### config.mk
export PLATFORM = sky130hd
export DESIGN_NAME = rla_rx_alarm_ctl
export DESIGN_NICKNAME = d
export VERILOG_FILES = /design/src/rtl/rla_pkg.sv /design/src/rtl/rla_digital_loss_alarm.sv /design/src/rtl/rla_analog_loss_alarm.sv /design/src/rtl/rla_rx_alarm_ctl.sv
export VERILOG_INCLUDE_DIRS = /design/src /design/src/rtl
export SDC_FILE = /design/constraint.sdc
export NUM_CORES = 1
export LEC_CHECK = 0
export ABC_CLOCK_PERIOD_IN_PS = 2550
export BUFFER_PORTS_ARGS = -buffer_cell sky130_fd_sc_hd__buf_2
export CELL_PAD_IN_SITES_DETAIL_PLACEMENT = 0
export CELL_PAD_IN_SITES_GLOBAL_PLACEMENT = 1
export CORE_MARGIN = 4
export CORE_UTILIZATION = 40
export CTS_BUF_LIST = sky130_fd_sc_hd__clkbuf_8
export CTS_CLUSTER_SIZE = 40
export DETAILED_ROUTE_END_ITERATION = 6
export PLACE_DENSITY_LB_ADDON = 0.1
export SLEW_MARGIN = 10
export SYNTH_ARGS = -nofsm -noshare
export SYNTH_HDL_FRONTEND = slang
export SYNTH_SLANG_ARGS = --single-unit
### constraint.sdc
create_clock -name clk_i -period 2.55 [get_ports clk_i]
set_input_delay 0.51 -clock clk_i [delete_from_list [all_inputs] [get_ports clk_i]]
set_output_delay 0.51 -clock clk_i [all_outputs]
set_load 0.1 [all_outputs]
### src/rtl/rla_defs.svh
`ifndef RLA_DEFS_SVH
`define RLA_DEFS_SVH

// Register byte offsets
`define RLA_ADR_CTRL 4'h0
`define RLA_ADR_STATUS 4'h4
`define RLA_ADR_INT_STAT 4'h8
`define RLA_ADR_INT_MASK 4'hC

// Control register fields
`define RLA_CTRL_LOSS_SHUTDOWN 0
`define RLA_CTRL_AIS_INSERT 1
`define RLA_CTRL_POLARITY 2
`define RLA_CTRL_FULL_LOOP 3
`define RLA_CTRL_REMOTE_LOOP 4
`define RLA_CTRL_LOCAL_LOOP 5
`define RLA_CTRL_ANALOG_LOSS_ALARM_TIMER 6
`define RLA_CTRL_LOSS_STD 7
`define RLA_CTRL_CLK_SCALE 8
`define RLA_CTRL_E1_MODE 9
`define RLA_CTRL_ZERO_SUBST 10
`define RLA_CTRL_DUAL_RAIL 11
`define RLA_CTRL_WIDTH 12
`define RLA_CTRL_RST 12'h000

// Status register fields
`define RLA_STAT_DIGITAL_LOSS_ALARM 0
`define RLA_STAT_ANALOG_LOSS_ALARM 1
`define RLA_STAT_FREE_RUN 2

// Interrupt status and mask fields
`define RLA_INT_DIGITAL_LOSS_ALARM 0
`define RLA_INT_ANALOG_LOSS_ALARM 1
`define RLA_INT_VIOL 2
`define RLA_INT_WIDTH 3
`define RLA_INT_RST 3'h0

// Digital loss thresholds, counted in bit positions
`define RLA_DS1_LOS_ZEROS 8'h64
`define RLA_E1_LOS_ZEROS 8'hFF
`define RLA_DS1_WINDOW 8'h64
`define RLA_E1_WINDOW 8'hFF
`define RLA_DS1_ONES_MIN 8'h0D
`define RLA_E1_ONES_MIN 8'h20
`define RLA_DS1_RUN_STRICT 8'h0F
`define RLA_DS1_RUN_LOOSE 8'h63
`define RLA_E1_RUN_MAX 8'hFF

// Analog loss timing
`define RLA_ANALOG_LOSS_ALARM_MIN_TIME_US 1000
`define RLA_CLK_FREQ_MHZ 100
`define RLA_ANALOG_LOSS_ALARM_CYCLES (`RLA_ANALOG_LOSS_ALARM_MIN_TIME_US * `RLA_CLK_FREQ_MHZ)
`define RLA_ANALOG_LOSS_ALARM_UI_TICKS 8'h0B

// Free-run divider terminal count (reference / 16)
`define RLA_FR_DIV_LAST 4'hF

`endif

### src/rtl/rla_pkg.sv
package rla_pkg;

    typedef enum logic [1:0] {
        RLA_SRC_NORMAL = 2'b00,
        RLA_SRC_INACTIVE = 2'b01,
        RLA_SRC_AIS = 2'b10
    } rla_src_t;

endpackage

### src/rtl/rla_digital_loss_alarm.sv
`timescale 1ns/1ps
`include "rla_defs.svh"

module rla_digital_loss_alarm import rla_pkg::*; (
    // Clock and reset
    input wire logic clk_i,
    input wire logic rst_i,
    // Bit stream
    input wire logic bit_en_i,
    input wire logic mark_i,
    input wire logic e1_mode_i,
    input wire logic strict_std_i,
    // Alarm
    output logic alarm_o
);

    logic [7:0] zero_run_q;
    logic [7:0] zero_run_d;
    logic [7:0] win_cnt_q;
    logic [7:0] ones_q;
    logic [7:0] ones_d;
    logic [7:0] win_run_q;
    logic [7:0] win_run_d;
    logic win_bad_q;
    logic win_bad_d;
    logic alarm_q;
    logic [7:0] los_thr;
    logic [7:0] win_last;
    logic [7:0] ones_min;
    logic [7:0] run_max;

    always_comb begin
        los_thr = e1_mode_i ? `RLA_E1_LOS_ZEROS : `RLA_DS1_LOS_ZEROS;
        win_last = (e1_mode_i ? `RLA_E1_WINDOW : `RLA_DS1_WINDOW) - 8'h01;
        ones_min = e1_mode_i ? `RLA_E1_ONES_MIN : `RLA_DS1_ONES_MIN;
        if (e1_mode_i) begin
            run_max = `RLA_E1_RUN_MAX;
        end else if (strict_std_i) begin
            run_max = `RLA_DS1_RUN_STRICT;
        end else begin
            run_max = `RLA_DS1_RUN_LOOSE;
        end
        zero_run_d = mark_i ? 8'h00 :
            ((zero_run_q == 8'hFF) ? 8'hFF : zero_run_q + 8'h01);
        win_run_d = mark_i ? 8'h00 :
            ((win_run_q == 8'hFF) ? 8'hFF : win_run_q + 8'h01);
        ones_d = ones_q + {7'h00, mark_i};
        win_bad_d = win_bad_q | (win_run_d > run_max);
    end

    always_ff @(posedge clk_i) begin
        if (rst_i) begin
            zero_run_q <= 8'h00;
        end else if (bit_en_i) begin
            zero_run_q <= zero_run_d;
        end
    end

    // Alarm and ones-density window while alarmed
    always_ff @(posedge clk_i) begin
        if (rst_i) begin
            alarm_q <= 1'b0;
            win_cnt_q <= 8'h00;
            ones_q <= 8'h00;
            win_run_q <= 8'h00;
            win_bad_q <= 1'b0;
        end else if (bit_en_i) begin
            if (!alarm_q) begin
                alarm_q <= (zero_run_d >= los_thr);
                win_cnt_q <= 8'h00;
                ones_q <= 8'h00;
                win_run_q <= 8'h00;
                win_bad_q <= 1'b0;
            end else if (win_cnt_q == win_last) begin
                if (ones_d >= ones_min && !win_bad_d) begin
                    alarm_q <= 1'b0;
                end
                win_cnt_q <= 8'h00;
                ones_q <= 8'h00;
                win_run_q <= 8'h00;
                win_bad_q <= 1'b0;
            end else begin
                win_cnt_q <= win_cnt_q + 8'h01;
                ones_q <= ones_d;
                win_run_q <= win_run_d;
                win_bad_q <= win_bad_d;
            end
        end
    end

    assign alarm_o = alarm_q;
endmodule // rla_digital_loss_alarm

### src/rtl/rla_analog_loss_alarm.sv
`timescale 1ns/1ps
`include "rla_defs.svh"

module rla_analog_loss_alarm import rla_pkg::*; #(
    parameter int ANALOG_LOSS_ALARM_CYCLES = `RLA_ANALOG_LOSS_ALARM_CYCLES
) (
    // Clock and reset
    input wire logic clk_i,
    input wire logic rst_i,
    // Detector input and timing
    input wire logic absent_i,
    input wire logic ui_mode_i,
    input wire logic ui_tick_i,
    // Alarm
    output logic alarm_o
);

    localparam logic [16:0] CYC_LAST = 17'(ANALOG_LOSS_ALARM_CYCLES - 1);

    logic [16:0] cyc_q;
    logic [7:0] ui_q;
    logic alarm_q;

    // Reference-clock timer and bit-period timer
    always_ff @(posedge clk_i) begin
        if (rst_i || !absent_i) begin
            cyc_q <= 17'h00000;
            ui_q <= 8'h00;
        end else begin
            if (cyc_q != CYC_LAST) begin
                cyc_q <= cyc_q + 17'h00001;
            end
            if (ui_tick_i && ui_q != `RLA_ANALOG_LOSS_ALARM_UI_TICKS) begin
                ui_q <= ui_q + 8'h01;
            end
        end
    end

    always_ff @(posedge clk_i) begin
        if (rst_i || !absent_i) begin
            alarm_q <= 1'b0;
        end else if (!ui_mode_i && cyc_q == CYC_LAST) begin
            alarm_q <= 1'b1;
        end else if (ui_mode_i && ui_q == `RLA_ANALOG_LOSS_ALARM_UI_TICKS) begin
            alarm_q <= 1'b1;
        end
    end

    assign alarm_o = alarm_q;
endmodule // rla_analog_loss_alarm

### src/rtl/rla_rx_alarm_ctl.sv
// Overview of operation
// - Digital loss alone passes data and clock
// - Analog loss forces inactive rails, free clock
// - AIS setting sends all ones on loss
// - Shutdown forces inactive rails on either loss
// - Loopback disables all loss substitutions
// - Uncoded single-rail flags every bipolar violation
// - Coded single-rail flags substitution code violations
// - DS1 loss clears on density, zero limit
// - E1 loss after 255 zeros, density clears
// - Analog loss timer between 1.0, 2.6 ms
// - Bit timer declares within 10 to 255
// - DS1 loss after 100 consecutive zeros
// - Free clock is reference or reference/16
// - Polarity select sets active and inactive levels
//
// Local design decisions: the register offsets and register access over Wishbone.
`timescale 1ns/1ps
`include "rla_defs.svh"

module rla_rx_alarm_ctl import rla_pkg::*; #(
    parameter int ANALOG_LOSS_ALARM_CYCLES = `RLA_ANALOG_LOSS_ALARM_CYCLES
) (
    // Clock and reset
    input wire logic clk_i,
    input wire logic rst_i,
    // Wishbone slave
    input wire logic wb_cyc_i,
    input wire logic wb_stb_i,
    input wire logic wb_we_i,
    input wire logic [3:0] wb_adr_i,
    input wire logic [3:0] wb_sel_i,
    input wire logic [31:0] wb_dat_i,
    output logic [31:0] wb_dat_o,
    output logic wb_ack_o,
    // Line receiver side
    input wire logic line_bit_en_i,
    input wire logic line_pos_i,
    input wire logic line_neg_i,
    input wire logic analog_absent_i,
    // System side
    output logic rx_positive_rail_o,
    output logic rx_negative_rail_o,
    output logic rx_clk_en_o,
    output logic digital_loss_alarm_o,
    output logic analog_loss_alarm_o,
    output logic irq_o
);

    logic [`RLA_CTRL_WIDTH-1:0] ctrl_q;
    logic [`RLA_INT_WIDTH-1:0] int_stat_q;
    logic [`RLA_INT_WIDTH-1:0] int_mask_q;
    logic [`RLA_INT_WIDTH-1:0] int_evt;
    logic loss_shutdown_sel;
    logic rx_ais_insert_sel;
    logic data_polarity_sel;
    logic loop_any;
    logic analog_loss_timer_sel;
    logic loss_standard_sel;
    logic ref_clock_scale_sel;
    logic e1_mode_sel;
    logic zero_subst_sel;
    logic dual_rail_sel;
    logic bus_req;
    logic bus_wr;
    logic [31:0] rd_data;
    logic [3:0] div_q;
    logic fr_tick;
    logic digital_loss_alarm;
    logic analog_loss_alarm;
    logic digital_loss_alarm_q;
    logic analog_loss_alarm_q;
    logic mark;
    logic had_mark_q;
    logic last_pos_q;
    logic [2:0] hist_q;
    logic [2:0] vhist_q;
    logic violation_flag;
    logic sub_ok;
    logic viol;
    logic viol_q;
    rla_src_t src_d;
    rla_src_t src_q;
    logic pos_norm;
    logic neg_norm;

    // Address decode, shared by read and write paths
    function automatic logic hit(input logic [3:0] adr,
                                 input logic [3:0] reg_adr);
        hit = (adr[3:2] == reg_adr[3:2]);
    endfunction

    assign loss_shutdown_sel = ctrl_q[`RLA_CTRL_LOSS_SHUTDOWN];
    assign rx_ais_insert_sel = ctrl_q[`RLA_CTRL_AIS_INSERT];
    assign data_polarity_sel = ctrl_q[`RLA_CTRL_POLARITY];
    assign loop_any = ctrl_q[`RLA_CTRL_FULL_LOOP]
        | ctrl_q[`RLA_CTRL_REMOTE_LOOP] | ctrl_q[`RLA_CTRL_LOCAL_LOOP];
    assign analog_loss_timer_sel = ctrl_q[`RLA_CTRL_ANALOG_LOSS_ALARM_TIMER];
    assign loss_standard_sel = ctrl_q[`RLA_CTRL_LOSS_STD];
    assign ref_clock_scale_sel = ctrl_q[`RLA_CTRL_CLK_SCALE];
    assign e1_mode_sel = ctrl_q[`RLA_CTRL_E1_MODE];
    assign zero_subst_sel = ctrl_q[`RLA_CTRL_ZERO_SUBST];
    assign dual_rail_sel = ctrl_q[`RLA_CTRL_DUAL_RAIL];

    // Bus slave: one wait state; writes land on the edge that sees ack
    assign bus_req = wb_cyc_i && wb_stb_i && !wb_ack_o;
    assign bus_wr = wb_cyc_i && wb_stb_i && wb_we_i && wb_ack_o;

    always_comb begin
        rd_data = 32'h0000_0000;
        if (hit(wb_adr_i, `RLA_ADR_CTRL)) begin
            rd_data[`RLA_CTRL_WIDTH-1:0] = ctrl_q;
        end else if (hit(wb_adr_i, `RLA_ADR_STATUS)) begin
            rd_data[`RLA_STAT_DIGITAL_LOSS_ALARM] = digital_loss_alarm_q;
            rd_data[`RLA_STAT_ANALOG_LOSS_ALARM] = analog_loss_alarm_q;
            rd_data[`RLA_STAT_FREE_RUN] = (src_q != RLA_SRC_NORMAL);
        end else if (hit(wb_adr_i, `RLA_ADR_INT_STAT)) begin
            rd_data[`RLA_INT_WIDTH-1:0] = int_stat_q;
        end else begin
            rd_data[`RLA_INT_WIDTH-1:0] = int_mask_q;
        end
    end

    always_ff @(posedge clk_i) begin
        if (rst_i) begin
            wb_ack_o <= 1'b0;
            wb_dat_o <= 32'h0000_0000;
        end else begin
            wb_ack_o <= bus_req;
            wb_dat_o <= bus_req ? rd_data : 32'h0000_0000;
        end
    end

    always_ff @(posedge clk_i) begin
        if (rst_i) begin
            ctrl_q <= `RLA_CTRL_RST;
        end else if (bus_wr && hit(wb_adr_i, `RLA_ADR_CTRL)) begin
            if (wb_sel_i[0]) begin
                ctrl_q[7:0] <= wb_dat_i[7:0];
            end
            if (wb_sel_i[1]) begin
                ctrl_q[`RLA_CTRL_WIDTH-1:8] <=
                    wb_dat_i[`RLA_CTRL_WIDTH-1:8];
            end
        end
    end

    always_ff @(posedge clk_i) begin
        if (rst_i) begin
            int_mask_q <= `RLA_INT_RST;
        end else if (bus_wr && wb_sel_i[0]
                     && hit(wb_adr_i, `RLA_ADR_INT_MASK)) begin
            int_mask_q <= wb_dat_i[`RLA_INT_WIDTH-1:0];
        end
    end

    // Sticky events; a new event wins over a write-one clear
    assign int_evt[`RLA_INT_DIGITAL_LOSS_ALARM] = digital_loss_alarm && !digital_loss_alarm_q;
    assign int_evt[`RLA_INT_ANALOG_LOSS_ALARM] = analog_loss_alarm && !analog_loss_alarm_q;
    assign int_evt[`RLA_INT_VIOL] = viol_q;

    always_ff @(posedge clk_i) begin
        if (rst_i) begin
            int_stat_q <= `RLA_INT_RST;
        end else if (bus_wr && wb_sel_i[0]
                     && hit(wb_adr_i, `RLA_ADR_INT_STAT)) begin
            int_stat_q <= (int_stat_q & ~wb_dat_i[`RLA_INT_WIDTH-1:0])
                | int_evt;
        end else begin
            int_stat_q <= int_stat_q | int_evt;
        end
    end

    always_ff @(posedge clk_i) begin
        if (rst_i) begin
            irq_o <= 1'b0;
        end else begin
            irq_o <= |(int_stat_q & int_mask_q);
        end
    end

    // Free-running bit timing from the reference clock
    always_ff @(posedge clk_i) begin
        if (rst_i) begin
            div_q <= 4'h0;
        end else begin
            div_q <= div_q + 4'h1;
        end
    end

    assign fr_tick = ref_clock_scale_sel || (div_q == `RLA_FR_DIV_LAST);

    // Loss detectors
    assign mark = line_pos_i | line_neg_i;

    rla_digital_loss_alarm u_digital_loss_alarm (
        .clk_i(clk_i),
        .rst_i(rst_i),
        .bit_en_i(line_bit_en_i),
        .mark_i(mark),
        .e1_mode_i(e1_mode_sel),
        .strict_std_i(loss_standard_sel),
        .alarm_o(digital_loss_alarm)
    );

    rla_analog_loss_alarm #(
        .ANALOG_LOSS_ALARM_CYCLES(ANALOG_LOSS_ALARM_CYCLES)
    ) u_analog_loss_alarm (
        .clk_i(clk_i),
        .rst_i(rst_i),
        .absent_i(analog_absent_i),
        .ui_mode_i(analog_loss_timer_sel),
        .ui_tick_i(fr_tick),
        .alarm_o(analog_loss_alarm)
    );

    always_ff @(posedge clk_i) begin
        if (rst_i) begin
            digital_loss_alarm_q <= 1'b0;
            analog_loss_alarm_q <= 1'b0;
        end else begin
            digital_loss_alarm_q <= digital_loss_alarm;
            analog_loss_alarm_q <= analog_loss_alarm;
        end
    end

    always_ff @(posedge clk_i) begin
        if (rst_i) begin
            digital_loss_alarm_o <= 1'b0;
            analog_loss_alarm_o <= 1'b0;
        end else begin
            digital_loss_alarm_o <= digital_loss_alarm;
            analog_loss_alarm_o <= analog_loss_alarm;
        end
    end

    // Violation detection on the bipolar marks
    always_comb begin
        violation_flag = line_pos_i && line_neg_i;
        if (mark && had_mark_q && (line_pos_i == last_pos_q)) begin
            violation_flag = 1'b1;
        end
        if (e1_mode_sel) begin
            sub_ok = !hist_q[0] && !hist_q[1];
        end else begin
            sub_ok = (hist_q == 3'h0) || (!hist_q[0] && vhist_q[2]);
        end
        viol = zero_subst_sel ? (violation_flag && !sub_ok) : violation_flag;
    end

    always_ff @(posedge clk_i) begin
        if (rst_i) begin
            had_mark_q <= 1'b0;
            last_pos_q <= 1'b0;
            hist_q <= 3'h0;
            vhist_q <= 3'h0;
            viol_q <= 1'b0;
        end else if (line_bit_en_i) begin
            if (mark) begin
                had_mark_q <= 1'b1;
                last_pos_q <= line_pos_i;
            end
            hist_q <= {hist_q[1:0], mark};
            vhist_q <= {vhist_q[1:0], violation_flag && sub_ok};
            viol_q <= viol && !dual_rail_sel;
        end else begin
            viol_q <= 1'b0;
        end
    end

    // Output source from registered alarms only
    always_comb begin
        if (loop_any) begin
            src_d = RLA_SRC_NORMAL;
        end else if (loss_shutdown_sel) begin
            src_d = (digital_loss_alarm_q || analog_loss_alarm_q) ? RLA_SRC_INACTIVE
                : RLA_SRC_NORMAL;
        end else if (rx_ais_insert_sel) begin
            src_d = (digital_loss_alarm_q || analog_loss_alarm_q) ? RLA_SRC_AIS
                : RLA_SRC_NORMAL;
        end else begin
            src_d = analog_loss_alarm_q ? RLA_SRC_INACTIVE : RLA_SRC_NORMAL;
        end
    end

    always_ff @(posedge clk_i) begin
        if (rst_i) begin
            src_q <= RLA_SRC_NORMAL;
        end else begin
            src_q <= src_d;
        end
    end

    assign pos_norm = dual_rail_sel ? line_pos_i : mark;
    assign neg_norm = dual_rail_sel ? line_neg_i : viol;

    // Rails and clock enable, all from flip-flops
    always_ff @(posedge clk_i) begin
        if (rst_i) begin
            rx_positive_rail_o <= 1'b1;
            rx_negative_rail_o <= 1'b1;
            rx_clk_en_o <= 1'b0;
        end else begin
            case (src_q)
                RLA_SRC_NORMAL: begin
                    rx_clk_en_o <= line_bit_en_i;
                    if (line_bit_en_i) begin
                        rx_positive_rail_o <=
                            pos_norm ~^ data_polarity_sel;
                        rx_negative_rail_o <=
                            neg_norm ~^ data_polarity_sel;
                    end
                end
                RLA_SRC_INACTIVE: begin
                    rx_clk_en_o <= fr_tick;
                    rx_positive_rail_o <= !data_polarity_sel;
                    rx_negative_rail_o <= !data_polarity_sel;
                end
                RLA_SRC_AIS: begin
                    rx_clk_en_o <= fr_tick;
                    if (fr_tick) begin
                        rx_positive_rail_o <= data_polarity_sel;
                        rx_negative_rail_o <= data_polarity_sel;
                    end
                end
                default: begin
                    rx_clk_en_o <= fr_tick;
                    rx_positive_rail_o <= !data_polarity_sel;
                    rx_negative_rail_o <= !data_polarity_sel;
                end
            endcase
        end
    end
endmodule // rla_rx_alarm_ctl

Yosys cells after proc, flatten, opt, wreduce, memory -nomap -nowiden
Cells that the tools add are included.
Storage, ports and cells
  bits in registers: 132
  logic and storage cells: 162
  output and inout bits: 39
  bits of input ports: 49
Operators by class
  equality and inequality tests: 15
  reduce and logical (&&, ||, !) cells: 51
  $add $sub $neg: 8
  bitwise operators: 14
  muxes and demuxes: 41
  magnitude comparators: 3
Operators with widths (count)
  $mux 8: 12
  $add 8x1->8 const B: 4
  $logic_and 1x1->1: 22
  $mux 1: 18
  $add 17x1->17 const B: 1
  $eq 17x17->1 const B: 1
  $ne 17x17->1 const B: 1
  $eq 8x8->1 const B: 2
  $ge 8x8->1: 2
  $mux 3: 4
  $logic_not 1->1: 11
  $add 8x1->8: 1
  $eq 8x4->1 const B: 1
  $eq 8x8->1: 1
  $gt 8x8->1: 1
  $ne 8x4->1 const B: 1
  $reduce_and 2->1: 4
  $sub 8x1->8 const B: 1
  $mux 7: 1
  $and 3x3->3: 2
  $eq 2x2->1 const B: 3
  $mux 2: 3
  $mux 6: 1
  $or 3x3->3: 2
  17 further kinds: 32

Logic depth before layout (Yosys ltp)
  word-level depth: 11
  depth in mapped cells: 12
  gate-level depth less buffers: 11

By module
Synthesis repeated with hierarchy kept, for this count alone.
Unflattened totals
  cell total of the unflattened synthesis: 644
  area, all modules: 5597.9 µm²
By module, submodules not included
  rla_digital_loss_alarm: area each 2232.1 µm², cells each 270, sequential area each 680.7 µm², times used 1
  rla_rx_alarm_ctl: area each 2130.8 µm², cells each 230, sequential area each 1041.0 µm², times used 1
  rla_analog_loss_alarm: area each 1234.9 µm², cells each 144, sequential area each 520.5 µm², times used 1

Least setup slack after synthesis
Ideal clock, no wire load.
  path type: input -> register
  from: input line_pos_i
  to: register u_digital_loss_alarm.alarm_q, in the netlist u_digital_loss_alarm.alarm_o
  data arrival time: 2.448 ns
  library setup time: 0.079 ns
  stages on the path: 12
  path buffers: 1
  setup slack: 0.023 ns
  data required time: 2.471 ns
  path through: nor2_1 > inv_1 > clkbuf_1 > ha_1 > ha_1 > xor2_1 > ha_1 > nor4b_1 > nor2_1 > nor4_1 > o22ai_1 > a22oi_1
On the way
  word-level cells in the longest chain between the ends: 9
  elaborated cells on any way between the ends: 13
RTL lines
  start, declared: line rla_rx_alarm_ctl.sv:38  | input wire logic line_pos_i,
  $or 1x1->1 (*): line rla_rx_alarm_ctl.sv:194  | assign mark = line_pos_i | line_neg_i;
  net mark: line rla_rx_alarm_ctl.sv:73  | logic mark;
  parallel branches: the longest is 7 deep, another holds $add 8x1->8
  $mux 1 (*): line rla_digital_loss_alarm.sv:68  | if (!alarm_q) begin
  end signal, assigned: line rla_digital_loss_alarm.sv:69  | alarm_q <= (zero_run_d >= los_thr);
  end, declared: line rla_digital_loss_alarm.sv:26  | logic alarm_q;
Mark *: on every way through the listed nets, which the timed path passes.
A chain may end at the register's enable or synchronous reset.

Final worst setup path
  from: register u_digital_loss_alarm.zero_run_q[0]
  to: register u_digital_loss_alarm.alarm_q, in the netlist u_digital_loss_alarm.alarm_o
On the way
  word-level cells in the longest chain between the ends: 5
  elaborated cells on any way between the ends: 6
RTL lines
  start, declared: line rla_digital_loss_alarm.sv:17  | logic [7:0] zero_run_q;
  start signal, assigned: line rla_digital_loss_alarm.sv:55  | zero_run_q <= zero_run_d;
  $add 8x1->8 or $eq 8x8->1 (tied branches): line rla_digital_loss_alarm.sv:44  | ((zero_run_q == 8'hFF) ? 8'hFF : zero_run_q + 8'h01);
  $mux 8 (*): line rla_digital_loss_alarm.sv:44
  $mux 8 (*): line rla_digital_loss_alarm.sv:43  | zero_run_d = mark_i ? 8'h00 :
  net u_digital_loss_alarm.zero_run_d[1]: line rla_digital_loss_alarm.sv:18  | logic [7:0] zero_run_d;
  $ge 8x8->1 (*): line rla_digital_loss_alarm.sv:69
  $mux 1 (*): line rla_digital_loss_alarm.sv:68
The timed path passes the listed nets; every way through them passes the cells marked *.

==> summary.md <==
| Metric | Value |
|---|---|
| Outcome | completed |
| Hold_sp | wb_dat_i[4] |
| Ratio of cells with drive above 1 in the final layout | 14.97% |
| Starting Density | 40.56% |
| Setup crit end kind | register |
| Top_reg_cell synth | dfxtp_1 |
| Slew Limit Fails | 0 |
| Worst-path clk slew | 0.12 ns |
| Reg2reg end | u_digital_loss_alarm.alarm_o$_SDFFE_PP0P_ |
| Total GRT Usage | 16.42% |
| Layout Nets | 775 |
| Initial antenna violation count | 0 |
| Cts bufs inserted | 9 |
| Hpwl dp | 9.526 mm |
| Die Span X | 126.4 um |
| FFs w/ async S/R, synth | 0% |
| Synth Cell Area | 5608 um^2 |
| Vias in the first global route | 4498 |
| Netlist cell types | 66 |
| CTS Sinks | 112 |
| Synthesized flop and latch total | 112 |
| FILL cells | 1405 |
| Worst hold path type | in2reg |
| Syn-to-layout area delta | 11.87% |
| Synth Area per Inst | 8.562 um^2 |
| Worst skew pair latency | 0.39 ns |
| Fin Clk Skew | 0.01727 ns |
| First-pass GRT wire length | 21.85 mm |
| Cell depth of the worst flop-to-flop path | 10 |
| Kind of critical path | reg2reg |
| Count leader, synth | dfxtp_1 |
| PD cells | 518.0 nW/um^2 |
| Root Driver | clkbuf_8 |
| DR WL/cell | 14.76 um |
| Min-Delay Path Depth | 3 |
| Die height | 126.4 um |
| Final hold vios | 0 |
| # diodes | 0 |
| Cell Rows | 43 |
| CP arrival | 2.69 ns |
| Worst Path Max Fanout | 5 |
| Post-synth top area cell | dfxtp_1 |
| Num ports | 88 |
| Post-CTS Hold Buffers | 0 |
| Final ANT Viol Nets | 0 |
| Placed instance count | 872 |
| Multi-input gate area | 3123 um^2 |
| Synth cell count leaders | 112 x dfxtp_1, 70 x nand2_1, 69 x nor2_1 |
| Period minus WS final | 2.423 ns |
| R2R Setup Slk | 0.13 ns |
| WHS | 0.3442 ns |
| Peak VDD IR | 0.0002663 V |
| H-Tree Depth | 3 |
| Core Area | 13830 um^2 |
| Sequential cell area | 2245 um^2 |
| Max clock buf depth | 2 |
| Total Routed Length | 13.10 mm |
| Final number of setup-violating endpoints | 0 |
| Vias | 4760 |
| DRT iter0 DRCs | 341 |
| Gpl congestion | 0.8241 |
| Synth Instances | 655 |
| Leak pwr | 2.384 nW |
| Register area share after synthesis | 39.98% |
| Critical Path Source Type | register |
| DIE AREA | 15980 um^2 |
| Period utilisation layout | 95.04% |
| Vias per cell | 5.360 |
| Max-cap viol count | 0 |
| EDFF count, synth | 0 |
| CTS tree | done |
| Worst EP required | 2.81 ns |
| Yosys warnings | 0 |
| Finished Layout Cells | 888 |
| Post-CTS Repair Setup Buffers | 0 |
| Measured slew at the worst slew-check pin | 0.8451 ns |
| Post-route DRC | 0 |
| Hold Crit Endpoint | ctrl_q[4]$_SDFFE_PP0P_ |
| RSZ-0062 raised after global routing | false |
| GRT overflow | 0 |
| Fmax | 412.6 MHz |
| Largest net degree at the start of global routing | 38 |
| R2R Path Start | u_digital_loss_alarm.zero_run_q[0]$_SDFFE_PP0P_ |
| IO buf count | 43 |
| Worst slew margin | 43.45% |
| Top post-synthesis cells by area | dfxtp_1 40%, ha_1 5.1%, nand2_1 4.7%, nor2_1 4.6%, a21oi_1 4.0% |
| Pre-antenna DRT Iters | 5 |
| Top cell type's share of synthesized area | 39.98% |
-- repair_timing --
item | 4_1_cts | 5_1_grt
resized for setup | 0 | 7
endpoints found under the setup margin | 0 | 2
hold endpoints to repair | 0 | 0
-- layer usage --
| metal | part of all wire (%) | vias up | GRT usage [%] |
|---|---|---|---|
| li1 | - | 2409 | - |
| met1 | 49 | 2237 | 22.68 |
| met2 | 46 | 97 | 26.12 |
| met3 | 4.1 | 17 | 2.821 |
| met4 | 1.4 | 0 | 5.426 |
| met5 | 0 | - | 0 |
-- flip-flops by register name, indices dropped and copies added (netlist names), 4 cells and up --
signal / count
ctrl_q: 12
div_q: 4
u_analog_loss_alarm.cyc_q: 17
u_analog_loss_alarm.ui_q: 8
u_digital_loss_alarm.ones_q: 8
u_digital_loss_alarm.win_cnt_q: 8
u_digital_loss_alarm.win_run_q: 8
u_digital_loss_alarm.zero_run_q: 8
wb_dat_o: 12
-- kinds of logic after synthesis --
| logic type | after synthesis | synth area share (%) |
|---|---|---|
| simple gates | 268 | 23.90 |
| mux | 22 | 4.373 |
| other cells | 1 | 0.06687 |
| buf+inv | 67 | 5.890 |
| xor+xnor | 31 | 4.842 |
| flops | 112 | 39.98 |
| compound gates | 131 | 15.82 |
| fa+ha+maj | 23 | 5.132 |
-- area by class of cell --
class,count,area share [%]
flip-flops and latches,112,35.78
clock inverters,7,1.556
repair buffers,66,6.183
inverters,19,1.137
well taps,180,3.590
clock buffers,9,1.974
multi-input cells,495,49.78
-- stage by stage --
| stage | power (W) | setup TNS (ns) | utilization [%] | setup WS [ns] | cell area [um^2] |
|---|---|---|---|---|---|
| 6_report | 0.003250 | 0 | 45.37 | 0.1266 | 6274 |
| 2_1_floorplan | 0.002089 | 0 | - | 0.02306 | 5679 |
| 5_1_grt | 0.003413 | 0 | 45.37 | 0.001032 | 6274 |
| 4_1_cts | 0.003313 | 0 | 45.24 | 0.05407 | 6255 |
| 3_3_place_gp | 0.002130 | -0.07098 | 43.63 | -0.07098 | 6033 |
| 3_5_place_dp | 0.002133 | -0.1289 | 43.63 | -0.1289 | 6033 |
-- cells in the final DEF (no fill, tap or decap), types with 5 or more instances in the layout --
cell | synthesis | routed
a21oi_1 | 45 | 43
conb_1 | 1 | 20
nor2b_1 | 11 | 11
ha_1 | 23 | 22
and3_1 | 8 | 8
o21ai_0 | 17 | 17
a32oi_1 | 10 | 10
nor3_1 | 17 | 16
xor2_1 | 11 | 11
nand4_1 | 11 | 11
a31oi_1 | 6 | 6
inv_1 | 17 | 17
xnor2_1 | 20 | 20
nand3_1 | 30 | 30
a211oi_1 | 11 | 11
and2_1 | 11 | 11
or3_1 | 5 | 5
buf_4 | 20 | 23
mux2i_1 | 20 | 20
clkbuf_8 | 0 | 9
dfxtp_1 | 112 | 110
nor2_1 | 69 | 69
buf_2 | 3 | 43
nand2_1 | 70 | 70
o211ai_1 | 9 | 9
nor4_1 | 9 | 9
-- critical path, cell delays in order (launching register included) --
cell,delay [ns]
dfxtp_2,0.36
ha_1,0.21
and4_2,0.28
and2_1,0.17
o21a_1,0.20
ha_1,0.21
or3b_2,0.44
o2111ai_1,0.10
o21ai_0,0.13
o211ai_1,0.10
a22oi_1,0.11
-- how the worst max path moves through the flow --
stage / endpoint / depth (start not counted) / slack [ns] / startpoint
3_3_place_gp: u_digital_loss_alarm.alarm_o$_SDFFE_PP0P_ / 12 / -0.07 / line_pos_i
4_1_cts: u_digital_loss_alarm.alarm_o$_SDFFE_PP0P_ / 10 / 0.05 / u_digital_loss_alarm.win_run_q[1]$_SDFFE_PP0P_
6_report: u_digital_loss_alarm.alarm_o$_SDFFE_PP0P_ / 10 / 0.13 / u_digital_loss_alarm.zero_run_q[0]$_SDFFE_PP0P_
2_1_floorplan: u_digital_loss_alarm.alarm_o$_SDFFE_PP0P_ / 12 / 0.02 / line_pos_i
5_1_grt: u_digital_loss_alarm.alarm_o$_SDFFE_PP0P_ / 12 / 0.001 / line_neg_i
3_5_place_dp: u_digital_loss_alarm.alarm_o$_SDFFE_PP0P_ / 12 / -0.13 / line_pos_i
-- power breakdown --
group          switching, W  internal [W]  total [W]
registers         0.0000129       0.00177    0.00178
clock network      0.000667      0.000489    0.00116
logic              0.000255     0.0000593   0.000314
(Power assumes the default switching activity.)
